<file path="config.mk">
export PLATFORM = sky130hd
export DESIGN_NAME = vih_handler
export DESIGN_NICKNAME = d
export VERILOG_FILES = /design/src/vih_pkg.sv /design/src/vih_ext_input.sv /design/src/vih_handler.sv
export SDC_FILE = /design/constraint.sdc
export NUM_CORES = 1
export LEC_CHECK = 0
export BUFFER_PORTS_ARGS = -buffer_cell sky130_fd_sc_hd__buf_2
export CORE_MARGIN = 2
export CORE_UTILIZATION = 40
export CTS_BUF_LIST = sky130_fd_sc_hd__clkbuf_4 sky130_fd_sc_hd__clkbuf_8 sky130_fd_sc_hd__clkbuf_16
export CTS_CLUSTER_DIAMETER = 60
export DETAILED_ROUTE_END_ITERATION = 12
export GPL_ROUTABILITY_DRIVEN = 1
export GPL_TIMING_DRIVEN = 1
export PLACE_DENSITY = 0.68
export SYNTH_ARGS = -nofsm -noshare
export SYNTH_HDL_FRONTEND = slang
export SYNTH_SLANG_ARGS = --single-unit
</file>
<file path="constraint.sdc">
create_clock -name clk_i -period 5.6 [get_ports clk_i]
set_input_delay 0.28 -clock clk_i [delete_from_list [all_inputs] [get_ports clk_i]]
set_output_delay 0.28 -clock clk_i [all_outputs]
set_load 0.02 [all_outputs]
</file>
<file path="src/vih_pkg.sv">
// constants shared by the vectored interrupt handler
package vih_pkg;
    // ------------------------------------------------------------
    // sources and vectors
    // ------------------------------------------------------------
    localparam int          NUM_SRC       = 22;
    localparam int          IDX_W         = 5;
    localparam logic [15:0] VEC_BASE      = 16'h0003;
    localparam logic [15:0] VEC_STEP      = 16'h0008;
    localparam logic [15:0] RESET_VECTOR  = 16'h0000;
    // ------------------------------------------------------------
    // source positions
    // ------------------------------------------------------------
    localparam int          SRC_EXT_A     = 0;
    localparam int          SRC_TIMER0    = 1;
    localparam int          SRC_EXT_B     = 2;
    localparam int          SRC_TIMER1    = 3;
    localparam int          SRC_CAN       = 19;
    localparam int          BASE_SRC_BITS = 6;
    localparam int          GLOBAL_EN_BIT = 7;
    // flags cleared by hardware on vectoring (external ones handled per input)
    localparam logic [21:0] AUTO_CLR_MASK = 22'h08000A;
    // ------------------------------------------------------------
    // reset values
    // ------------------------------------------------------------
    localparam logic [21:0] PEND_RESET    = 22'h000000;
    localparam logic [4:0]  IDX_RESET     = 5'h00;
    // ------------------------------------------------------------
    // timing
    // ------------------------------------------------------------
    localparam int          CLK_PERIOD_NS = 4;
    localparam int          MIN_RESP_CYC  = 5;
    localparam int          SYNC_STAGES   = 2;
endpackage
</file>
<file path="src/vih_ext_input.sv">
// one external active-low request input with its pending flag
`timescale 1ns/1ns
module vih_ext_input (
    input  wire logic clk_i,
    input  wire logic reset_i,
    input  wire logic request_n_i,     // pin, asynchronous
    input  wire logic trigger_select_i, // 1 = falling edge, 0 = level
    input  wire logic sw_set_i,
    input  wire logic sw_clr_i,
    input  wire logic vector_ack_i,    // handler vectors to this source
    output logic      pending_o
);
    logic sync_a;
    logic sync_b;
    logic prev_level;

    // two flops before any logic looks at the pin
    always_ff @(posedge clk_i or posedge reset_i) begin
        if (reset_i) begin
            sync_a <= 1'b1;
            sync_b <= 1'b1;
        end else begin
            sync_a <= request_n_i;
            sync_b <= sync_a;
        end
    end

    // last settled level for falling edge detection
    always_ff @(posedge clk_i or posedge reset_i) begin
        if (reset_i) begin
            prev_level <= 1'b1;
        end else begin
            prev_level <= sync_b;
        end
    end

    // pending flag: edge mode latches, level mode follows the pin
    always_ff @(posedge clk_i or posedge reset_i) begin
        if (reset_i) begin
            pending_o <= 1'b0;
        end else if (!trigger_select_i) begin
            pending_o <= ~sync_b;
        end else if ((prev_level && !sync_b) || sw_set_i) begin
            pending_o <= 1'b1;                                     // set wins
        end else if (vector_ack_i || sw_clr_i) begin
            pending_o <= 1'b0;
        end
    end
endmodule

</file>
<file path="src/vih_handler.sv">
// vectored interrupt handler: flags, enables, arbitration, call and return
//
// Notes on behaviour
// - twenty-two sources, two priority levels
// - any flag of a source requests
// - flags set even when source disabled
// - call fixed vector after instruction ends
// - return resumes interrupted program flow
// - disabled pending source makes no request
// - global enable gates all sources
// - every source has own enable bit
// - only listed flags clear on vectoring
// - flag still set reenters after one instruction
// - software set flag acts like hardware; external inputs in level mode ignore software set and clear
// - external inputs active low, level or edge
// - edge flag cleared when vectoring
// - level flag follows input pin
// - fixed order, eight byte vector spacing
// - high preempts low, high never preempted
// - priority then order, sampled every clock
// - equal level waits return plus instruction
`timescale 1ns/1ns
module vih_handler
    import vih_pkg::*;
#(
    parameter int N_SRC = vih_pkg::NUM_SRC
) (
    input  wire logic              clk_i,
    input  wire logic              reset_i,
    input  wire logic              ext_request_in_a_i,
    input  wire logic              ext_request_in_b_i,
    input  wire logic              ext_trigger_select_a_i,
    input  wire logic              ext_trigger_select_b_i,
    input  wire logic [N_SRC-1:0]  src_event_i,
    input  wire logic [N_SRC-1:0]  periph_flags_i,
    input  wire logic [N_SRC-1:0]  sw_flag_set_i,
    input  wire logic [N_SRC-1:0]  sw_flag_clr_i,
    input  wire logic [7:0]        irq_enable_reg_i,
    input  wire logic [7:0]        ext_irq_enable_reg_1_i,
    input  wire logic [7:0]        ext_irq_enable_reg_2_i,
    input  wire logic [7:0]        irq_priority_reg_i,
    input  wire logic [7:0]        ext_irq_priority_reg_1_i,
    input  wire logic [7:0]        ext_irq_priority_reg_2_i,
    input  wire logic              cpu_instr_done_i,
    input  wire logic              cpu_return_from_irq_instr_done_i,
    output logic [N_SRC-1:0]       pending_o,
    output logic                   long_call_o,
    output logic [15:0]            call_vector_o,
    output logic [4:0]             call_source_o,
    output logic                   in_service_high_o,
    output logic                   in_service_low_o
);
    import vih_pkg::*;

    // ------------------------------------------------------------
    // declarations
    // ------------------------------------------------------------
    typedef enum logic [1:0] {
        VIH_RUN,
        VIH_AFTER_RETURN_FROM_IRQ_INSTR
    } vih_gate_e;

    vih_gate_e        gate;
    vih_gate_e        next_gate;
    logic [N_SRC-1:0] held_flags;
    logic [N_SRC-1:0] next_held_flags;
    logic             ext_a_pend;
    logic             ext_b_pend;
    logic [N_SRC-1:0] request;
    logic [N_SRC-1:0] enable_vec;
    logic [N_SRC-1:0] prio_vec;
    logic [N_SRC-1:0] elig_hi;
    logic [N_SRC-1:0] elig_lo;
    logic             win_valid;
    logic             win_high;
    logic [4:0]       win_idx;
    logic             next_win_valid;
    logic             next_win_high;
    logic [4:0]       next_win_idx;
    logic             still_ok;
    logic             take_call;
    logic [N_SRC-1:0] ack_vec;

    // ------------------------------------------------------------
    // helper functions
    // ------------------------------------------------------------
    // lowest set index wins
    function automatic logic [4:0] first_set(input logic [N_SRC-1:0] v);
        logic [4:0] idx;
        idx = IDX_RESET;
        for (int i = N_SRC - 1; i >= 0; i--) begin
            if (v[i]) begin
                idx = 5'(i);
            end
        end
        return idx;
    endfunction

    // vector address of a source index
    function automatic logic [15:0] vector_of(input logic [4:0] idx);
        return 16'(VEC_BASE + VEC_STEP * {11'h000, idx});
    endfunction

    // ------------------------------------------------------------
    // external inputs
    // ------------------------------------------------------------
    vih_ext_input u_ext_a (
        .clk_i            (clk_i),
        .reset_i          (reset_i),
        .request_n_i      (ext_request_in_a_i),
        .trigger_select_i (ext_trigger_select_a_i),
        .sw_set_i         (sw_flag_set_i[SRC_EXT_A]),
        .sw_clr_i         (sw_flag_clr_i[SRC_EXT_A]),
        .vector_ack_i     (ack_vec[SRC_EXT_A]),
        .pending_o        (ext_a_pend)
    );

    vih_ext_input u_ext_b (
        .clk_i            (clk_i),
        .reset_i          (reset_i),
        .request_n_i      (ext_request_in_b_i),
        .trigger_select_i (ext_trigger_select_b_i),
        .sw_set_i         (sw_flag_set_i[SRC_EXT_B]),
        .sw_clr_i         (sw_flag_clr_i[SRC_EXT_B]),
        .vector_ack_i     (ack_vec[SRC_EXT_B]),
        .pending_o        (ext_b_pend)
    );

    // ------------------------------------------------------------
    // pending flags held in the handler
    // ------------------------------------------------------------
    // one-hot acknowledge of the source being vectored
    always_comb begin
        ack_vec = '0;
        if (take_call) begin
            ack_vec[win_idx] = 1'b1;
        end
    end

    // set by event or software regardless of enable, set beats clear
    always_comb begin
        next_held_flags = held_flags;
        next_held_flags = next_held_flags & ~sw_flag_clr_i;
        next_held_flags = next_held_flags & ~(ack_vec & AUTO_CLR_MASK);
        next_held_flags = next_held_flags | src_event_i | sw_flag_set_i;
        next_held_flags[SRC_EXT_A] = 1'b0;
        next_held_flags[SRC_EXT_B] = 1'b0;
    end

    always_ff @(posedge clk_i or posedge reset_i) begin
        if (reset_i) begin
            held_flags <= PEND_RESET;
        end else begin
            held_flags <= next_held_flags;
        end
    end

    // visible pending state, including peripheral-owned flags
    always_ff @(posedge clk_i or posedge reset_i) begin
        if (reset_i) begin
            pending_o <= PEND_RESET;
        end else begin
            pending_o <= request;
        end
    end

    // ------------------------------------------------------------
    // enables, priorities and arbitration
    // ------------------------------------------------------------
    // any flag of a source raises its request
    always_comb begin
        request = held_flags | periph_flags_i;
        request[SRC_EXT_A] = ext_a_pend | periph_flags_i[SRC_EXT_A];
        request[SRC_EXT_B] = ext_b_pend | periph_flags_i[SRC_EXT_B];
    end

    // per-source enable bits gated by the global enable
    always_comb begin
        enable_vec = {ext_irq_enable_reg_2_i, ext_irq_enable_reg_1_i,
                      irq_enable_reg_i[BASE_SRC_BITS-1:0]};
        prio_vec   = {ext_irq_priority_reg_2_i, ext_irq_priority_reg_1_i,
                      irq_priority_reg_i[BASE_SRC_BITS-1:0]};
        if (!irq_enable_reg_i[GLOBAL_EN_BIT]) begin
            enable_vec = '0;
        end
    end

    // high may preempt low; nothing preempts high; equal level waits
    always_comb begin
        elig_hi = (request & enable_vec & prio_vec)
                  & {N_SRC{!in_service_high_o}};
        elig_lo = (request & enable_vec & ~prio_vec)
                  & {N_SRC{!in_service_high_o && !in_service_low_o}};
        next_win_valid = (|elig_hi) || (|elig_lo);
        next_win_high  = |elig_hi;                                          // level first
        next_win_idx   = (|elig_hi) ? first_set(elig_hi) : first_set(elig_lo);
    end

    // decode sampled every clock
    always_ff @(posedge clk_i or posedge reset_i) begin
        if (reset_i) begin
            win_valid <= 1'b0;
            win_high  <= 1'b0;
            win_idx   <= IDX_RESET;
        end else begin
            win_valid <= next_win_valid;
            win_high  <= next_win_high;
            win_idx   <= next_win_idx;
        end
    end

    // ------------------------------------------------------------
    // call and return sequencing
    // ------------------------------------------------------------
    // sampled winner must still fit the service state at call time
    always_comb begin
        still_ok  = win_high ? !in_service_high_o
                             : !(in_service_high_o || in_service_low_o);
        // winner was decoded a cycle ago: recheck flag and enables now
        still_ok  = still_ok && request[win_idx] && enable_vec[win_idx];
        take_call = cpu_instr_done_i && win_valid && still_ok
                    && (gate == VIH_RUN) && !long_call_o;
    end

    // after a return, one more instruction runs before any call
    always_comb begin
        next_gate = gate;
        unique case (gate)
            VIH_RUN: begin
                if (cpu_return_from_irq_instr_done_i) begin
                    next_gate = VIH_AFTER_RETURN_FROM_IRQ_INSTR;
                end
            end
            VIH_AFTER_RETURN_FROM_IRQ_INSTR: begin
                if (cpu_instr_done_i) begin
                    next_gate = VIH_RUN;
                end
            end
            default: begin
                next_gate = VIH_RUN;
            end
        endcase
    end

    always_ff @(posedge clk_i or posedge reset_i) begin
        if (reset_i) begin
            gate <= VIH_RUN;
        end else begin
            gate <= next_gate;
        end
    end

    // long call request to the winner's fixed vector
    always_ff @(posedge clk_i or posedge reset_i) begin
        if (reset_i) begin
            long_call_o   <= 1'b0;
            call_vector_o <= RESET_VECTOR;
            call_source_o <= IDX_RESET;
        end else begin
            long_call_o <= take_call;
            if (take_call) begin
                call_vector_o <= vector_of(win_idx);
                call_source_o <= win_idx;
            end
        end
    end

    // in-service levels: return retires the highest active level
    always_ff @(posedge clk_i or posedge reset_i) begin
        if (reset_i) begin
            in_service_high_o <= 1'b0;
            in_service_low_o  <= 1'b0;
        end else if (take_call) begin
            if (win_high) begin
                in_service_high_o <= 1'b1;
            end else begin
                in_service_low_o <= 1'b1;
            end
        end else if (cpu_return_from_irq_instr_done_i) begin
            if (in_service_high_o) begin
                in_service_high_o <= 1'b0;
            end else begin
                in_service_low_o <= 1'b0;
            end
        end
    end
endmodule

</file>
Yosys cells after proc, flatten, opt, wreduce, memory -nomap -nowiden
Cells that the tools add are included.

storage, ports and cells
  bits of input ports = 144
  flip-flop bits (word level) = 83
  word-level logic and storage cells = 146
  output and inout bits = 46

cells by class
  reductions and logical operators = 29
  add/sub/neg operators = 1
  equal/unequal tests = 8
  magnitude comparators = 2
  bitwise logic cells = 17
  mux-type cells = 70

operators by type and width
  cell                   number
  $mux W5                45
  $and A22 B22 Y22       7
  $or A22 B22 Y22        3
  $not A22 Y22           2
  $reduce_or A22 Y1      2
  $mux W22               1
  $not A20 Y22           1
  $mux W20               1
  $mux W1                17
  $bmux W1 S5            2
  $logic_and A1 B1 Y1    10
  $add A2 B8 Y9 const A  1
  $ne A2 B2 Y1 const B   4
  $logic_not A1 Y1       6
  $logic_or A1 B1 Y1     6
  $lt A5 B6 Y1 const B   1
  $ne A3 B1 Y1 const B   2
  $demux W1 S5           1
  $ge A5 B1 Y1 const B   1
  $mux W2                2
  $pmux W2 S2            1
  $reduce_and A2 Y1      2
  $reduce_and A3 Y1      1
  $eq A2 B1 Y1 const B   1
  5 further kinds        7

Logic depth before layout (Yosys ltp)
Gate-level depths: netlist (run 1).

  depth in word-level cells = 27
  depth in mapped cells = 8
  mapped depth without buffers = 6

Modules after synthesis
A second synthesis (run 1) with hierarchy kept.

unflattened totals
  cell total of the unflattened synthesis = 403
  area, all modules = 3819.9 um^2

by module, submodules not included
  module         cells each  times used  area an instance (um^2)  seq. area each (um^2)
  vih_handler    385         1           3537.1                   1476.4
  vih_ext_input  9           2           141.4                    103.8

Worst setup path before layout (run 1)
OpenSTA, ideal clock, no wires.

  path kind = reg2reg
  from = register in_service_low_o
  to = register call_source_o[0]
  period minus slack after synthesis = 2.414 ns
  buffers on the path = 1
  cell stages (with the launch flop) = 8
  path slack = 3.186 ns
  arrival time = 2.289 ns
  setup time = 0.125 ns
  data required time = 5.475 ns
  cells stage by stage = dfrtp_1 nor2b_4 or4_4 or2_4 nor4_4 a31o_1 buf_6 mux2_4

on the way
  word-level cells in the longest chain between the ends = 8

ends and longest elaborated chain
  item                              RTL line            text
  start: declaration                vih_handler.sv:51   output logic in_service_low_o
  start signal: assignment          vih_handler.sv:272  in_service_low_o <= 1'b0;
  start signal: assignment          vih_handler.sv:277  in_service_low_o <= 1'b1;
  start signal: assignment          vih_handler.sv:283  in_service_low_o <= 1'b0;
  $logic_or A1 B1 Y1                vih_handler.sv:218  : !(in_service_high_o || in_service_low_o);
  $logic_not A1 Y1                  vih_handler.sv:218
  $mux W1                           vih_handler.sv:217  still_ok = win_high ? !in_service_high_o
  $logic_and A1 B1 Y1 (2 in a row)  vih_handler.sv:220  still_ok = still_ok && request[win_idx] && enable_vec[win_idx];
  $logic_and A1 B1 Y1               vih_handler.sv:221  take_call = cpu_instr_done_i && win_valid && still_ok
  $logic_and A1 B1 Y1 (2 in a row)  vih_handler.sv:222  && (gate == VIH_RUN) && !long_call_o;
  net take_call                     vih_handler.sv:81   logic take_call;
  end signal: assignment            vih_handler.sv:263  call_source_o <= win_idx;
  end: declaration                  vih_handler.sv:49   output logic [4:0] call_source_o,

The timed path passes the listed nets, and every way through them passes these cells.
A chain may end at the register's enable or synchronous reset.

Final worst setup path (run 1)
  from = register win_idx[1]
  to = register call_source_o[0]

on the way
  word-level cells in the longest chain between the ends = 7
  elaborated cells between the ends (all ways) = 9
  classes of those cells = mux: 4; reduce/logical: 5

ends and longest elaborated chain
  item                                RTL line            text
  start: declaration                  vih_handler.sv:76   logic [4:0] win_idx;
  start signal: assignment            vih_handler.sv:208  win_idx <= next_win_idx;
  $bmux W1 S5                         vih_handler.sv:220
  $mux W1 (implied by the code)       vih_handler.sv:220
  $logic_and A1 B1 Y1                 vih_handler.sv:220
  $logic_and A1 B1 Y1 *               vih_handler.sv:220
  $logic_and A1 B1 Y1 *               vih_handler.sv:221
  $logic_and A1 B1 Y1 * (2 in a row)  vih_handler.sv:222

Mark *: on every way between the ends. The rest lies on a longest branch, timed or not. The select of a mux whose other input is x is not followed.

==> impl_metrics.ini, run 1 <==
[finish]
fillers = 885
antennaDiodeCount = 0
multiInputGateArea_sq_mm = 0.00196
drive_above_1_share = 0.392
finalNetCount = 741
area_delta_synth_final_pct = 29.2
final_core_util = 0.536
seqCellArea_sq_mm = 0.00168

[clock_network]
cts_inserted_buffers = 9
clock_path_buffers = 2
cts_resized = 0
post-cts-setup-buffers = 0
h-tree-depth = 3
clk_pin_slew_ns = 0.08
cts.sinks = 67
clock_latency_ns = 0.35
cts_tree = yes
ctsHoldBuffers = 0
root_buffer = clkbuf_8

[setup_path]
ff2ff_setup_slack_ns = 2.87
cp-end-kind = register
crit_start = win_idx[1]$_DFF_PP0_
arrival_ns = 2.97
cpPeakStageDelay_ns = 0.57
critPathKind = register to register
crit_chain = clkinv_1 > mux2i_1 > o21ai_0 > nor4_4 > a31o_1 > mux2_4
regToRegStartpoint = win_idx[1]$_DFF_PP0_
r2r-end = call_source_o[0]$_DFFE_PP0P_
slowest_stage = dfrtp_1
cp_max_fo = 13
crit_required_ns = 5.83
r2r_cells = 6
critPathLaunchType = register

[synth]
syn_inst = 425
synth_flop_cell = dfrtp_1
ys_ff_latch = 67
netlist_area_sq_mm = 0.00387
yosysMostFrequentCell = dfrtp_1
syn_avg_cell_area_sq_um = 9.11
synth_top_cell_by_area = dfrtp_1
synth_top_area_frac = 0.394
synth_area_leaders = dfrtp_1 39%, o21ai_0 6.3%, or2_2 4.2%
async_flop_share = 1.00
synth-seq-area-share = 0.435
synth_cell_types = 63
synth_warnings = 0
synth-edff-count = 0
netlist_top_cells_count = 61 x dfrtp_1, 49 x o21ai_0, 40 x nor2_1

[sta]
timing.fmax_mhz = 366
setup_viol = 0
fin_crit_ns = 2.73
slew_headroom = 0.443
max_slew.worst_pin.slew_ns = 0.836
fin_skew_ns = 0.00855
grt_setup_unrepaired = false
slew_violations = 0
hold_viol_final = 0
min_period_over_period = 0.488
fin_tns_setup_ns = 0

[routing]
drt-total-wl_um = 11500
dr_total_vias = 3922
vias_per_cell = 5.37
drtIter0Drc = 187
ant_nets = 0
drtPass1Iterations = 6
route.detailed.drc = 0
wl_per_cell_um = 15.8

[pwr]
powerDensity_mw_per_mm2 = 309
power_leakage_nw = 2.30
ir_drop_mv = 0.137

[place]
dp_hpwl_um = 9310
io_buffers = 175
gp_congestion = 0.913

[global_route]
met2_usage = 0.390
grtUsageMet3 = 0.0492
grt_pass1_vias = 3978
grt_start_max_net_pins = 68
antenna_found_initial = 0
grtUsageTotal = 0.228
grt_pass1_wl_um = 18400
use_met1 = 0.287
grt-ovfl-total = 0
top_usage_layer = met2

[die]
initial_core_util = 0.415
std_cell_rows = 35
die_h_um = 102
top_level_ports = 190
die_x_um = 102
die-area_sq_mm = 0.0105
coreArea_sq_mm = 0.00933

[job]
max_cap_viol_count = 0

[hold_path]
worstHoldStart = ext_request_in_b_i
hold_class = primary input to register
min_to = u_ext_b.sync_a$_DFF_PP1_
hold_depth = 1

[run_status]
status = finished clean
==> flip-flops by register name, summed over array words and instances, names as in the netlist, 5 cells and up <==
signal / cells
pending_o: 22
held_flags: 20
call_source_o: 5
win_idx: 5
==> worst max-delay path, delay by kind of cell (launching register included) <==
| kind | cells | cell delay, ns |
|---|---|---|
| muxes | 2 | 0.76 |
| buffers and inverters | 1 | 0.36 |
| and+or+nand+nor | 1 | 0.26 |
| AOI/OAI and AO/OA | 2 | 0.67 |
| DFF | 1 | 0.57 |
==> kinds of logic after synthesis <==
| logic type | after synthesis | synth area share |
|---|---|---|
| mux | 9 | 0.0307 |
| buf+inv | 51 | 0.0666 |
| flops | 67 | 0.435 |
| other cells | 1 | 0.000968 |
| compound gates | 156 | 0.269 |
| simple gates | 141 | 0.198 |
==> cells in the final DEF, fill, tap and decap left out, drive strengths merged, types with 4 or more instances in the layout <==
master / instances
a211oi: 6
nand2b: 9
o21ai: 51
mux2i: 4
a21oi: 14
clkbuf: 14
nor3: 8
nand3: 6
o211a: 4
nand3b: 4
a31oi: 6
or2: 27
nand2: 16
conb: 9
o21a: 4
o211ai: 20
mux2: 4
nand4: 4
nor2b: 11
nor2: 40
inv: 27
o22ai: 15
dfstp: 6
buf: 176
nor4: 7
dfrtp: 61
==> metal layers <==
metal,wire length [um],vias up
li1,-,1900
met1,4930,1830
met2,5590,175
met3,851,17
met4,171,0
met5,0,-
==> final cells by class <==
| cell class | count | area share |
|---|---|---|
| flip-flops and latches | 67 | 0.337 |
| inverters | 28 | 0.0210 |
| repair buffers | 176 | 0.177 |
| multi-input cells | 315 | 0.392 |
| clock inverters | 2 | 0.00700 |
| well taps | 129 | 0.0323 |
| clock buffers | 14 | 0.0348 |
==> metrics by stage <==
stage                     power [mW]  setup WS [ns]  hold slack [ns]  std cells  cell area (sq um)
after CTS                       1.56           2.84           0.0158        731               5000
final                           1.55           2.87           0.0235        731               5000
after detailed placement        1.13           2.88            0.350        715               4790
after global routing            1.64           2.67           0.0159        731               5000
after global placement          1.12           2.90            0.346        715               4790
after floorplan                0.972           3.19            0.284        433               3900
==> report_power, final <==
part           total (mW)  switching, mW  internal [mW]
combinational       0.505          0.294          0.211
clock               0.429          0.185          0.245
sequential          0.612         0.0739          0.538
==> worst max path at each step <==
stage | cells past startpoint | endpoint | slack (ns)
CTS | 6 | call_source_o[0]$_DFFE_PP0P_ | 2.84
detailed placement | 6 | call_source_o[0]$_DFFE_PP0P_ | 2.88
global route | 6 | call_source_o[0]$_DFFE_PP0P_ | 2.67
floorplan | 7 | call_source_o[0]$_DFFE_PP0P_ | 3.19
finish | 6 | call_source_o[0]$_DFFE_PP0P_ | 2.87
global placement | 6 | call_source_o[2]$_DFFE_PP0P_ | 2.90
No activity file was read; power rests on OpenSTA's default activity.
==> inputs of run 2 (changes only) <==
Settings changed: PLACE_DENSITY 0.68 to 0.71.
Clock period 5.6 ns to 2.5 ns, I/O delays scaled along.
==> run 2 against run 1 <==
Compared with the run above:
- first-iteration DRC count shrank 19%
- register-to-register slack worse by 2.7 ns
- die area did not move
- total power increased by 150%
- clock skew increased by 0.0052 ns
- clock-buffer cell count decreased by 4
- design area up 17%
- sequential power up 110%
==> impl_metrics.ini, run 2 (synthesized netlist as in run 1, its figures left out) <==
[global_route]
grtUsageTotal = 0.263
grt_pass1_wl_um = 21400
grt-ovfl-total = 0
grt_pass1_vias = 4481
antenna_found_initial = 0
grt_start_max_net_pins = 40

[setup_path]
arrival_ns = 2.58
cp-end-kind = register
crit_chain = nand3b_1 > or4_4 > or2_4 > nor4_4 > a31o_2 > mux2_4
crit_start = gate[0]$_DFFE_PP0P_
critPathKind = register to register
slowest_stage = or4_4
cpPeakStageDelay_ns = 0.47
crit_required_ns = 2.74
critPathLaunchType = register
regToRegStartpoint = gate[0]$_DFFE_PP0P_
cp_max_fo = 9

[clock_network]
cts_tree = yes
cts.sinks = 67
cts_inserted_buffers = 9
h-tree-depth = 3
clock_path_buffers = 2
post-cts-setup-buffers = 0
clk_pin_slew_ns = 0.08
clock_latency_ns = 0.35
root_buffer = clkbuf_8

[pwr]
ir_drop_mv = 0.318
powerDensity_mw_per_mm2 = 657
power_leakage_nw = 2.68

[sta]
max_slew.worst_pin.slew_ns = 0.673
fin_skew_ns = 0.0137
fin_crit_ns = 2.34
hold_ws_ns = 0.0172
slew_violations = 0
timing.fmax_mhz = 427
grt_setup_unrepaired = false
setup_viol = 0
hold_viol_final = 0
slew_headroom = 0.540
min_period_over_period = 0.936
fin_tns_setup_ns = 0

[die]
std_cell_rows = 35
coreArea_sq_mm = 0.00933
die_x_um = 102
die-area_sq_mm = 0.0105
top_level_ports = 190
initial_core_util = 0.415
die_h_um = 102

[place]
gp_congestion = 0.912
io_buffers = 175
dp_hpwl_um = 10000

[finish]
top_register = pending_o
largest_reg_flops = 22
fillers = 832
layout_common_cells = 175 x buf_2, 61 x dfrtp_1, 60 x dlygate4sd3_1
multiInputGateArea_sq_mm = 0.00197
finalNetCount = 829
drive_above_1_share = 0.386
final_core_util = 0.630
area_delta_synth_final_pct = 51.7
antennaDiodeCount = 0
seqCellArea_sq_mm = 0.00168
mostFrequentLayoutCell = buf_2
reg_top3 = pending_o: 22 flops, held_flags: 20 flops

[job]
max_cap_viol_count = 0

[routing]
ant_nets = 0
vias_per_cell = 5.25
dr_total_vias = 4303
drtPass1Iterations = 4
wl_per_cell_um = 16.3
drtIter0Drc = 151
drt-total-wl_um = 13400
route.detailed.drc = 0

[hold_path]
worstHoldStart = periph_flags_i[14]
hold_class = primary input to register

[run_status]
status = finished clean
run 2: cell types whose count changed in the layout (fill, tap and decap cells not counted), sizes merged:
cell / delta
dlygate4sd3: +60
buf: +28
clkbuf: -4
bufinv: +2
clkinv: +2
run 2: repair_timing:
| item | CTS | global route |
|---|---|---|
| endpoints found under the hold margin | 67 | 1 |
| hold buffers | 59 | 1 |
| resized for setup | 0 | 2 |
| endpoints found under the setup margin | 0 | 4 |
run 2: critical path, delay by kind of cell (launching register included):
kind / cells / cell delay, ns
flip-flops: 1 / 0.39
multiplexers: 1 / 0.32
AO/OA/AOI/OAI: 1 / 0.29
AND/OR/NAND/NOR: 4 / 1.21
run 2: area by class of cell:
cell class / count / area share
clock buffers: 10 / 0.0234
repair buffers: 264 / 0.291
clock inverters: 6 / 0.0192
inverters: 28 / 0.0179
well taps: 129 / 0.0275
multi-input cells: 315 / 0.335
flip-flops and latches: 67 / 0.287
run 2: worst paths after layout:
| check | cells after the start | end | slack (ns) |
|---|---|---|---|
| max in group asynchronous | 4 | u_ext_b.sync_a$_DFF_PP1_ | 1.41 |
| hold / removal | 2 | pending_o[14]$_DFF_PP0_ | 0.02 |
| setup reg to reg | 6 | call_source_o[2]$_DFFE_PP0P_ | 0.16 |
| min in group asynchronous | 3 | call_source_o[3]$_DFFE_PP0P_ | 0.39 |
| setup / recovery | 6 | call_source_o[2]$_DFFE_PP0P_ | 0.16 |
| hold reg to reg | 0 | u_ext_a.sync_b$_DFF_PP1_ | 0.36 |
run 2: power breakdown:
part           internal [mW]  switching, mW
Combinational          0.621          0.779
Clock                  0.692          0.459
Sequential              1.21          0.103
run 2: stage by stage:
stage	setup WS, ns	instance area [sq um]	instances	power [mW]
finish	0.159	5870	819	3.86
CTS	0.0313	5860	818	3.87
detailed placement	0.0455	5020	743	2.64
global placement	0.0828	5020	743	2.62
global route	0.0531	5870	819	4.10
floorplan	0.0857	3900	433	2.18
run 2: routing by layer:
| metal | track usage | vias to the layer above | share of wire |
|---|---|---|---|
| li1 | - | 2079 | - |
| met1 | 0.321 | 2041 | 0.41 |
| met2 | 0.473 | 160 | 0.51 |
| met3 | 0.0540 | 23 | 0.061 |
| met4 | 0.0656 | 0 | 0.015 |
| met5 | 0 | - | 0 |
